`src/flrec_pkg.sv`:
```
package flrec_pkg;

  // Command codes
  localparam logic [7:0] CMD_LOG_READBACK = 8'hee;
  localparam logic [7:0] CMD_LOG_FORCE_CAPTURE = 8'hea;
  localparam logic [7:0] CMD_LOG_ERASE_UNLOCK = 8'hec;
  localparam logic [7:0] CMD_PEAK_RESET = 8'hdd;

  // Log layout
  localparam int LOG_LEN = 147;
  localparam logic [7:0] LOG_LEN_BYTE = 8'h93;
  localparam logic [7:0] LOG_EMPTY_BYTE = 8'h00;
  localparam int HDR_LEN = 27;
  localparam int EVT_LEN = 20;
  localparam int EVT_NUM = 6;
  localparam int EVT_KEPT_NVM = 4;
  localparam logic [7:0] OFS_CAUSE = 8'h00;
  localparam logic [7:0] OFS_TIME0 = 8'h01;
  localparam logic [7:0] OFS_TIME5 = 8'h06;
  localparam logic [7:0] OFS_VPK_HI = 8'h07;
  localparam logic [7:0] OFS_VPK_LO = 8'h08;
  localparam logic [7:0] OFS_IPK_HI = 8'h0b;
  localparam logic [7:0] OFS_IPK_LO = 8'h0c;
  localparam logic [7:0] RESERVED_BYTE = 8'h00;

  // Status and configuration bits
  localparam int CFG_LOG_EN_BIT = 7;
  localparam int STAT_LOG_BIT = 3;

  // Temperature inhibit, whole degrees
  localparam logic signed [15:0] TEMP_HI_C = 16'sd130;
  localparam logic signed [15:0] TEMP_LO_C = 16'sd125;

  // Timing
  localparam int CLK_MHZ = 100;
  localparam int TICK_US = 200;
  localparam int TICK_CYC = TICK_US * CLK_MHZ;
  localparam int SWEEP_LAST = 25;
  localparam int PWRUP_MS = 1000;
  localparam int PWRUP_TICKS = PWRUP_MS * 1000 / TICK_US;

  // Buffer
  localparam int FIFO_W = 8;
  localparam int FIFO_D = 16;

  typedef struct packed {
    logic [7:0] cause;
    logic [47:0] uptime;
    logic [15:0] vpk;
    logic [15:0] ipk;
  } flrec_hdr_type;

  typedef struct packed {
    logic valid;
    logic [7:0] code;
  } flrec_cmd_type;

endpackage : flrec_pkg

```
`src/flrec_fifo.sv`:
```
`timescale 1ns/100ps
module flrec_fifo #(
  parameter int WIDTH = 8,
  parameter int DEPTH = 16
) (
  // Clock and reset
  input wire logic i_clk,
  input wire logic i_srst,
  input wire logic i_flush,
  // Fill side
  input wire logic i_in_valid,
  input wire logic [WIDTH-1:0] i_in_data,
  output logic o_in_ready,
  // Drain side
  output logic o_out_valid,
  output logic [WIDTH-1:0] o_out_data,
  input wire logic i_out_ready
);
  localparam int AW = $clog2(DEPTH);
  logic [WIDTH-1:0] mem_q [DEPTH];
  logic [AW-1:0] wp_q, wp_d, rp_q, rp_d;
  logic [AW:0] cnt_q, cnt_d;
  logic push, pop;

  always_comb begin
    push = i_in_valid && (cnt_q != (AW+1)'(DEPTH));
    pop = i_out_ready && (cnt_q != '0);
    wp_d = wp_q + AW'(push);
    rp_d = rp_q + AW'(pop);
    cnt_d = cnt_q + (AW+1)'(push) - (AW+1)'(pop);
    if (i_flush) begin
      wp_d = '0;
      rp_d = '0;
      cnt_d = '0;
    end
  end

  always_ff @(posedge i_clk) begin
    if (i_srst) begin
      wp_q <= '0;
      rp_q <= '0;
      cnt_q <= '0;
    end else begin
      wp_q <= wp_d;
      rp_q <= rp_d;
      cnt_q <= cnt_d;
    end
    if (push) begin
      mem_q[wp_q] <= i_in_data;
    end
  end

  assign o_in_ready = (cnt_q != (AW+1)'(DEPTH));
  assign o_out_valid = (cnt_q != '0);
  assign o_out_data = mem_q[rp_q];
endmodule : flrec_fifo

```
`src/flrec_top.sv`:
```
`timescale 1ns/100ps
module flrec_top (
  // Clock and reset
  input wire logic i_clk,
  input wire logic i_srst,
  // Decoded bus command and read pacing
  input wire logic i_cmd_valid,
  input wire logic [7:0] i_cmd_code,
  input wire logic i_rd_ready,
  // Link clock, sampled only
  input wire logic i_link_clk,
  // Fault sources and telemetry
  input wire logic i_fault,
  input wire logic [7:0] i_fault_cause,
  input wire logic [7:0] i_mux_step,
  input wire logic [15:0] i_vout,
  input wire logic [15:0] i_iout,
  input wire logic signed [15:0] i_die_temp,
  input wire logic [7:0] i_cfg_all,
  // Event record sample stream
  input wire logic i_evt_valid,
  input wire logic [flrec_pkg::EVT_LEN*8-1:0] i_evt_data,
  // Non-volatile state restored at power up
  input wire logic i_nvm_present,
  input wire logic i_nvm_locked,
  // Read answer stream
  output logic o_rd_valid,
  output logic [7:0] o_rd_data,
  output logic o_rd_last,
  // Status
  output logic [7:0] o_status_vendor,
  output logic o_pwm_fault_off,
  output logic o_log_present,
  output logic o_log_locked,
  output logic o_capture_busy,
  output logic o_temp_inhibit,
  output logic o_link_edge
);
  localparam int EVT_W = flrec_pkg::EVT_LEN * 8;

  // ***************
  // Input sampling
  // ***************
  logic [1:0] lclk_sync_q;
  logic lclk_prev_q;
  logic [3:0] nvm_sync_q;
  always_ff @(posedge i_clk) begin
    lclk_sync_q <= {lclk_sync_q[0], i_link_clk};
    lclk_prev_q <= lclk_sync_q[1];
    nvm_sync_q <= {nvm_sync_q[1:0] , i_nvm_present, i_nvm_locked} ;
  end

  // ***************
  // Uptime and peaks
  // ***************
  logic [14:0] tick_cnt_q, tick_cnt_d;
  logic [47:0] uptime_ticks_q, uptime_ticks_d;
  logic [15:0] peak_out_voltage_q, peak_out_voltage_d;
  logic [15:0] peak_out_current_q, peak_out_current_d;
  logic peak_reset_cmd;
  logic is_cmd_rd, is_cmd_force, is_cmd_erase;

  always_comb begin
    is_cmd_rd = i_cmd_valid && i_cmd_code == flrec_pkg::CMD_LOG_READBACK;
    is_cmd_force = i_cmd_valid && i_cmd_code == flrec_pkg::CMD_LOG_FORCE_CAPTURE;
    is_cmd_erase = i_cmd_valid && i_cmd_code == flrec_pkg::CMD_LOG_ERASE_UNLOCK;
    peak_reset_cmd = i_cmd_valid && i_cmd_code == flrec_pkg::CMD_PEAK_RESET;
    tick_cnt_d = tick_cnt_q + 15'h1;
    uptime_ticks_d = uptime_ticks_q;
    if (tick_cnt_q == 15'(flrec_pkg::TICK_CYC - 1)) begin
      tick_cnt_d = '0;
      uptime_ticks_d = uptime_ticks_q + 48'h1;
    end
    peak_out_voltage_d = (i_vout > peak_out_voltage_q) ? i_vout : peak_out_voltage_q;
    peak_out_current_d = ($signed(i_iout[10:0]) > $signed(peak_out_current_q[10:0]))
                         ? i_iout : peak_out_current_q;
    if (peak_reset_cmd) begin
      peak_out_voltage_d = '0;
      peak_out_current_d = '0;
    end
  end

  always_ff @(posedge i_clk) begin
    if (i_srst) begin
      tick_cnt_q <= '0;
      uptime_ticks_q <= '0;
      peak_out_voltage_q <= '0;
      peak_out_current_q <= '0;
    end else begin
      tick_cnt_q <= tick_cnt_d;
      uptime_ticks_q <= uptime_ticks_d;
      peak_out_voltage_q <= peak_out_voltage_d;
      peak_out_current_q <= peak_out_current_d;
    end
  end

  // ***************
  // Circular event record and stored log
  // ***************
  typedef enum logic [3:0] {
    CAP_IDLE = 4'h1,
    CAP_SWEEP = 4'h2,
    CAP_STORE = 4'h4,
    CAP_DONE = 4'h8
  } flrec_cap_type;

  flrec_cap_type cap_q, cap_d;
  logic [EVT_W-1:0] ring_q [flrec_pkg::EVT_NUM];
  logic [2:0] head_q, head_d;
  logic [EVT_W-1:0] nvm_evt_q [flrec_pkg::EVT_NUM];
  logic [2:0] nvm_head_q, nvm_head_d;
  flrec_pkg::flrec_hdr_type hdr_q, hdr_d, snap_q, snap_d;
  logic present_q, present_d, locked_q, locked_d, from_nvm_q, from_nvm_d;
  logic inhibit_q, inhibit_d, stat_bit_q, stat_bit_d, pwm_off_q, pwm_off_d;
  logic restore_q;
  logic trig;

  always_comb begin
    inhibit_d = inhibit_q;
    if (i_die_temp > flrec_pkg::TEMP_HI_C) inhibit_d = 1'b1;
    else if (i_die_temp < flrec_pkg::TEMP_LO_C) inhibit_d = 1'b0;
    trig = i_cfg_all[flrec_pkg::CFG_LOG_EN_BIT] && !locked_q &&
           (i_fault || (is_cmd_force && !inhibit_q));
    cap_d = cap_q;
    head_d = (i_evt_valid) ? ((head_q == 3'(flrec_pkg::EVT_NUM - 1)) ? 3'h0 : head_q + 3'h1)
             : head_q;
    nvm_head_d = nvm_head_q;
    hdr_d = hdr_q;
    snap_d = snap_q;
    present_d = present_q;
    locked_d = locked_q;
    from_nvm_d = from_nvm_q;
    stat_bit_d = stat_bit_q;
    pwm_off_d = pwm_off_q;
    if (is_cmd_force && !inhibit_q && i_cfg_all[flrec_pkg::CFG_LOG_EN_BIT]) begin
      stat_bit_d = 1'b1;
      pwm_off_d = 1'b1;
    end
    unique case (cap_q)
      CAP_IDLE: begin
        if (trig) begin
          snap_d = '{cause: i_fault_cause, uptime: uptime_ticks_q,
                     vpk: peak_out_voltage_q, ipk: peak_out_current_q};
          cap_d = CAP_SWEEP;
        end
      end
      CAP_SWEEP: begin
        if (i_mux_step == 8'(flrec_pkg::SWEEP_LAST)) cap_d = CAP_STORE;
      end
      CAP_STORE: begin
        hdr_d = snap_q;
        nvm_head_d = head_q;
        present_d = 1'b1;
        locked_d = 1'b1;
        from_nvm_d = 1'b0;
        cap_d = CAP_DONE;
      end
      CAP_DONE: cap_d = CAP_IDLE;
      default: cap_d = CAP_IDLE;
    endcase
    if (is_cmd_erase) begin
      present_d = 1'b0;
      locked_d = 1'b0;
      stat_bit_d = 1'b0;
      pwm_off_d = 1'b0;
    end
    if (restore_q) begin
      present_d = nvm_sync_q[3];
      locked_d = nvm_sync_q[2];
      from_nvm_d = 1'b1;
    end
  end

  always_ff @(posedge i_clk) begin
    if (i_srst) begin
      cap_q <= CAP_IDLE;
      head_q <= '0;
      nvm_head_q <= '0;
      snap_q <= '0;
      present_q <= 1'b0;
      locked_q <= 1'b0;
      from_nvm_q <= 1'b1;
      inhibit_q <= 1'b0;
      stat_bit_q <= 1'b0;
      pwm_off_q <= 1'b0;
      restore_q <= 1'b1;
    end else begin
      cap_q <= cap_d;
      head_q <= head_d;
      nvm_head_q <= nvm_head_d;
      snap_q <= snap_d;
      present_q <= present_d;
      locked_q <= locked_d;
      from_nvm_q <= from_nvm_d;
      inhibit_q <= inhibit_d;
      stat_bit_q <= stat_bit_d;
      pwm_off_q <= pwm_off_d;
      restore_q <= 1'b0;
    end
    // Stored header survives reset like the event store
    hdr_q <= hdr_d;
    if (i_evt_valid) ring_q[head_q] <= i_evt_data;
    if (cap_q == CAP_STORE) begin
      for (int k = 0; k < flrec_pkg::EVT_NUM; k++) nvm_evt_q[k] <= ring_q[k];
    end
  end

  // ***************
  // Readback byte source
  // ***************
  function automatic logic [7:0] log_byte(input logic [7:0] idx);
    logic [7:0] b;
    int e, o, slot;
    b = flrec_pkg::RESERVED_BYTE;
    e = 0;
    o = 0;
    slot = 0;
    if (idx == flrec_pkg::OFS_CAUSE) b = hdr_q.cause;
    else if (idx >= flrec_pkg::OFS_TIME0 && idx <= flrec_pkg::OFS_TIME5)
      b = hdr_q.uptime[8*(idx-flrec_pkg::OFS_TIME0) +: 8];
    else if (idx == flrec_pkg::OFS_VPK_HI) b = hdr_q.vpk[15:8];
    else if (idx == flrec_pkg::OFS_VPK_LO) b = hdr_q.vpk[7:0];
    else if (idx == flrec_pkg::OFS_IPK_HI) b = hdr_q.ipk[15:8];
    else if (idx == flrec_pkg::OFS_IPK_LO) b = hdr_q.ipk[7:0];
    else if (idx >= 8'(flrec_pkg::HDR_LEN)) begin
      e = (int'(idx) - flrec_pkg::HDR_LEN) / flrec_pkg::EVT_LEN;
      o = (int'(idx) - flrec_pkg::HDR_LEN) % flrec_pkg::EVT_LEN;
      if (from_nvm_q && e >= flrec_pkg::EVT_KEPT_NVM) e = flrec_pkg::EVT_KEPT_NVM - 1;
      slot = (int'(nvm_head_q) + flrec_pkg::EVT_NUM - 1 - e) % flrec_pkg::EVT_NUM;
      b = nvm_evt_q[slot][EVT_W-1-8*o -: 8];
    end
    return b;
  endfunction : log_byte

  // ***************
  // Read streamer into FIFO
  // ***************
  logic rd_act_q, rd_act_d;
  logic [7:0] rd_idx_q, rd_idx_d;
  logic rd_cnt_phase_q, rd_cnt_phase_d;
  logic rd_len0_q, rd_len0_d;
  logic [7:0] out_left_q, out_left_d;
  logic f_in_ready, f_in_valid;
  logic [7:0] f_in_data;
  logic f_out_valid;
  logic [7:0] f_out_data;

  always_comb begin
    rd_act_d = rd_act_q;
    rd_idx_d = rd_idx_q;
    rd_cnt_phase_d = rd_cnt_phase_q;
    rd_len0_d = rd_len0_q;
    out_left_d = out_left_q;
    if (i_rd_ready && o_rd_valid) out_left_d = out_left_q - 8'h01;
    f_in_valid = rd_act_q;
    f_in_data = rd_cnt_phase_q ? (rd_len0_q ? flrec_pkg::LOG_EMPTY_BYTE
                                            : flrec_pkg::LOG_LEN_BYTE)
                               : log_byte(rd_idx_q);
    if (is_cmd_rd && !rd_act_q && out_left_q == 8'h00) begin
      rd_act_d = 1'b1;
      rd_cnt_phase_d = 1'b1;
      rd_idx_d = '0;
      rd_len0_d = !present_q || cap_q != CAP_IDLE;
      out_left_d = rd_len0_d ? 8'h01 : 8'(flrec_pkg::LOG_LEN + 1);
    end else if (rd_act_q && f_in_ready) begin
      if (rd_cnt_phase_q) begin
        rd_cnt_phase_d = 1'b0;
        if (rd_len0_q) rd_act_d = 1'b0;
      end else if (rd_idx_q == 8'(flrec_pkg::LOG_LEN - 1)) begin
        rd_act_d = 1'b0;
      end else begin
        rd_idx_d = rd_idx_q + 8'h1;
      end
    end
  end

  always_ff @(posedge i_clk) begin
    if (i_srst) begin
      rd_act_q <= 1'b0;
      rd_idx_q <= '0;
      rd_cnt_phase_q <= 1'b0;
      rd_len0_q <= 1'b1;
      out_left_q <= 8'h00;
    end else begin
      rd_act_q <= rd_act_d;
      rd_idx_q <= rd_idx_d;
      rd_cnt_phase_q <= rd_cnt_phase_d;
      rd_len0_q <= rd_len0_d;
      out_left_q <= out_left_d;
    end
  end

  flrec_fifo #(.WIDTH(flrec_pkg::FIFO_W), .DEPTH(flrec_pkg::FIFO_D)) u_fifo (
    .i_clk(i_clk),
    .i_srst(i_srst),
    .i_flush(1'b0),
    .i_in_valid(f_in_valid),
    .i_in_data(f_in_data),
    .o_in_ready(f_in_ready),
    .o_out_valid(f_out_valid),
    .o_out_data(f_out_data),
    .i_out_ready(i_rd_ready && o_rd_valid)
  );

  // ***************
  // Registered outputs
  // ***************
  always_ff @(posedge i_clk) begin
    if (i_srst) begin
      o_rd_valid <= 1'b0;
      o_rd_data <= '0;
      o_rd_last <= 1'b0;
      o_status_vendor <= '0;
      o_pwm_fault_off <= 1'b0;
      o_log_present <= 1'b0;
      o_log_locked <= 1'b0;
      o_capture_busy <= 1'b0;
      o_temp_inhibit <= 1'b0;
      o_link_edge <= 1'b0;
    end else begin
      o_rd_valid <= f_out_valid && !(i_rd_ready && o_rd_valid);
      o_rd_data <= f_out_data;
      o_rd_last <= f_out_valid && !(i_rd_ready && o_rd_valid) && out_left_d == 8'h01;
      o_status_vendor <= 8'(stat_bit_q) << flrec_pkg::STAT_LOG_BIT;
      o_pwm_fault_off <= pwm_off_q;
      o_log_present <= present_q;
      o_log_locked <= locked_q;
      o_capture_busy <= cap_q != CAP_IDLE;
      o_temp_inhibit <= inhibit_q;
      o_link_edge <= lclk_sync_q[1] && !lclk_prev_q;
    end
  end
endmodule : flrec_top

```
`config.mk`:
```
export PLATFORM = sky130hd
export DESIGN_NAME = flrec_top
export DESIGN_NICKNAME = d
export VERILOG_FILES = /design/src/flrec_pkg.sv /design/src/flrec_fifo.sv /design/src/flrec_top.sv
export SDC_FILE = /design/constraint.sdc
export NUM_CORES = 2
export LEC_CHECK = 0
export ABC_AREA = 1
export BUFFER_PORTS_ARGS = -buffer_cell sky130_fd_sc_hd__buf_2
export CAP_MARGIN = 10
export CORE_MARGIN = 2
export CORE_UTILIZATION = 40
export CTS_CLUSTER_SIZE = 30
export DETAILED_ROUTE_END_ITERATION = 16
export SYNTH_ARGS = -nofsm -noshare
export SYNTH_HDL_FRONTEND = slang
export SYNTH_SLANG_ARGS = --single-unit
```
`constraint.sdc`:
```
create_clock -name i_clk -period 23.3 [get_ports i_clk]
set_clock_uncertainty 0.2 [all_clocks]
set_input_delay 4.66 -clock i_clk [delete_from_list [all_inputs] [get_ports i_clk]]
set_output_delay 4.66 -clock i_clk [all_outputs]
set_load 0.03 [all_outputs]
```
==> reports/metrics.cfg <==
[pwr]
p_total_mw=8.85
powerDensity_mw_per_mm2=88.3
ir_worst_vdd_mv=0.0762
power_leakage_nw=34.5
p_switching_mw=1.88
combinationalPowerShare_pct=4.1
internal-power_mw=6.97
swShare_pct=21.3
pwr-share-seq_pct=53.8
clockPowerShare_pct=42.1

[global_routing]
grt-ovfl-total=0
grt_max_degree=121
grt_use_total_pct=18.0
antenna_found_initial=94
grt_pass1_wl_mm=301
grt_pass1_vias=48800

[finish]
drive_gt1_share_pct=11.2
final_area_mm2=0.100
nets=6952
syn_to_final_growth_pct=14.0
post-route-util_pct=45.8

[detailed_routing]
drt-total-wl_mm=206
wl_per_cell_um=21.1
drtAntennaViolNets=0
remaining_drc_errors=0
first_iter_violations=4400
vias=50400
dr.pass1.iters=5
avgViaCountPerCell=5.18

[die]
die_width_um=473
rows=172
core-area_mm2=0.219
dieHeight_um=473
io-pin-count=273
die-area_mm2=0.224
start_util_pct=40.1

[setup_path]
slowest_delay_ps=950
crit_fanout=60
critPathKind=reg2reg
cp-start-kind=register
critPathCaptureType=register
cp_data_required_time_ps=23550
critical_path.most_common_cell=nand2_1
crit_arrival_ps=13310
critical_path.slowest_cell=a21oi_1

[placement]
gp_congestion=0.856
io_buffers=258
placed_area_mm2=0.0925
pre_cts_ws_ps=10170
hpwl_mm=118

[synthesis]
ys.warnings.count=0
synth_top_cell_by_area=edfxtp_1
synth_seq_cells=2390
synthCells=6344
synthFlopType=edfxtp_1
avgSynthCellArea_um2=13.9
ys_async_sr_fraction_pct=0
synth.distinct_cells=64
synth_edf_count=2136
synthTopCellsByArea=edfxtp_1 (73%), dfxtp_1 (5.8%), nand2_1 (4.4%), nor2_1 (2.6%), o21ai_0 (2.3%)
syn_area_mm2=0.0880
ys_seq_area_share_pct=78.7
synth_most_common_cell=edfxtp_1
synthTopCellsByCount=edfxtp_1 (2136), nand2_1 (1032), nor2_1 (600)
synth_top_area_share_pct=72.9

[clocking]
cts_setup_buffers=0
htreeDepth=4
cts_tree=built
clock-sinks=2390
cts_resized=0
clk_path_buf_depth=3
clk_pin_slew_worst_paths_ps=60
clk_latency_ps=880
hold_buffers=0
clock-root-buffer=clkbuf_16
cts_buffers=235

[sta]
setup_viol=0
max_freq_ghz=0.0765
post-route-period-util_pct=56.1
slew_viol_final=0
setup_slack_ps=10230
fin_crit_ps=13070
rsz0062_at_grt=no
slew_headroom_pct=20.4
hold_violations=0
tightest_slew_ps=1190
finalSetupTns_ps=0

[hold_path]
holdCritPathClass=reg2reg

[run]
cap_violations=0

[status]
status=completed

-- sequential cells by signal, summed over array words and instances, names as in the netlist, 15 cells and up --
register / cells
tick_cnt_q: 15
snap_q: 88
ring_q: 960
hdr_q: 88
peak_out_current_q: 16
uptime_ticks_q: 48
nvm_evt_q: 960
u_fifo.mem_q: 128
peak_out_voltage_q: 16
-- stage by stage --
| stage | std cells | hold slack [ps] |
|---|---|---|
| 3_3_place_gp | 9281 | 113 |
| 4_1_cts | 9711 | 134 |
| 2_1_floorplan | 6350 | 110 |
| 5_1_grt | 9724 | 145 |
| 3_5_place_dp | 9281 | 121 |
| 6_report | 9731 | 131 |
-- cells in the final DEF, fill, tap and decap left out, types with 14 or more instances in the layout --
master / synthesis / layout
inv_1: 326 / 323
a221oi_1: 30 / 30
o21ai_0: 401 / 401
edfxtp_1: 2136 / 2136
inv_2: 19 / 17
dfxtp_1: 254 / 253
clkbuf_16: 0 / 238
clkbuf_1: 210 / 47
diode_2: 0 / 20
nor4_1: 30 / 28
nor3_1: 80 / 77
buf_2: 22 / 258
mux2i_1: 60 / 60
nand4_1: 41 / 41
bufinv_16: 0 / 22
o211ai_1: 17 / 17
xor2_1: 16 / 16
a21oi_1: 350 / 350
o21ai_1: 67 / 67
nand3_1: 355 / 354
o32ai_1: 14 / 14
nand2_2: 11 / 14
o221ai_1: 25 / 25
nor2_1: 600 / 597
clkinv_1: 8 / 54
clkinv_2: 0 / 46
nand2_1: 1032 / 1029
ha_1: 54 / 52
o22ai_1: 17 / 17
buf_4: 15 / 82
-- layer usage --
layer | GRT usage (%) | vias up | share of wire, %
met2 | 30.1 | 1568 | 48
met1 | 23.1 | 24900 | 41
met5 | 0 | - | 0.20
met3 | 4.14 | 446 | 7.8
met4 | 6.16 | 66 | 2.9
li1 | - | 23400 | -
-- area by class of cell --
cell class	instances	area, um^2
well taps	2871	3590
clock inverters	138	1460
multi-input cells	3320	16300
flip-flops and latches	2390	69200
clock buffers	292	6230
repair buffers	347	2050
fillers	19100	119000
diodes	20	50.0
inverters	353	1350
-- power by group through the flow --
stage / registers (mW) / clock network, mW / logic [mW]
after CTS: 4.76 / 3.81 / 0.365
after floorplan: 4.87 / 0 / 0.214
after global placement: 4.85 / 0 / 0.352
after detailed placement: 4.85 / 0 / 0.363
final: 4.76 / 3.73 / 0.362
after global routing: 4.76 / 3.97 / 0.405
-- logic make-up after synthesis --
group / share of synthesized area [%]
buf+inv: 2.92
other cells: 0.00426
flops: 78.7
fa+ha+maj: 0.814
simple gates: 10.4
xor+xnor: 0.279
compound gates: 6.21
mux: 0.683
-- worst paths after layout --
check                                               from                      endpoint  slack, ps  cells past startpoint
worst max-delay path            rd_idx_q[0]$_SDFFE_PP0P_  u_fifo.mem_q[6][5]$_DFFE_PP_      10230                     63
worst min-delay path               nvm_sync_q[1]$_DFF_P_         nvm_sync_q[3]$_DFF_P_        130                      0
worst max register to register  rd_idx_q[0]$_SDFFE_PP0P_  u_fifo.mem_q[6][5]$_DFFE_PP_      10230                     63
worst min register to register     nvm_sync_q[1]$_DFF_P_         nvm_sync_q[3]$_DFF_P_        130                      0
-- critical path: cells and delay by family (launching register included) --
kind,cells,cell delay (ps)
fa+ha+maj,4,1280
flops,1,680
compound gates,10,2700
simple gates,41,5450
buf+inv,8,2190
Note: power is estimated with default switching activity, not from simulation.
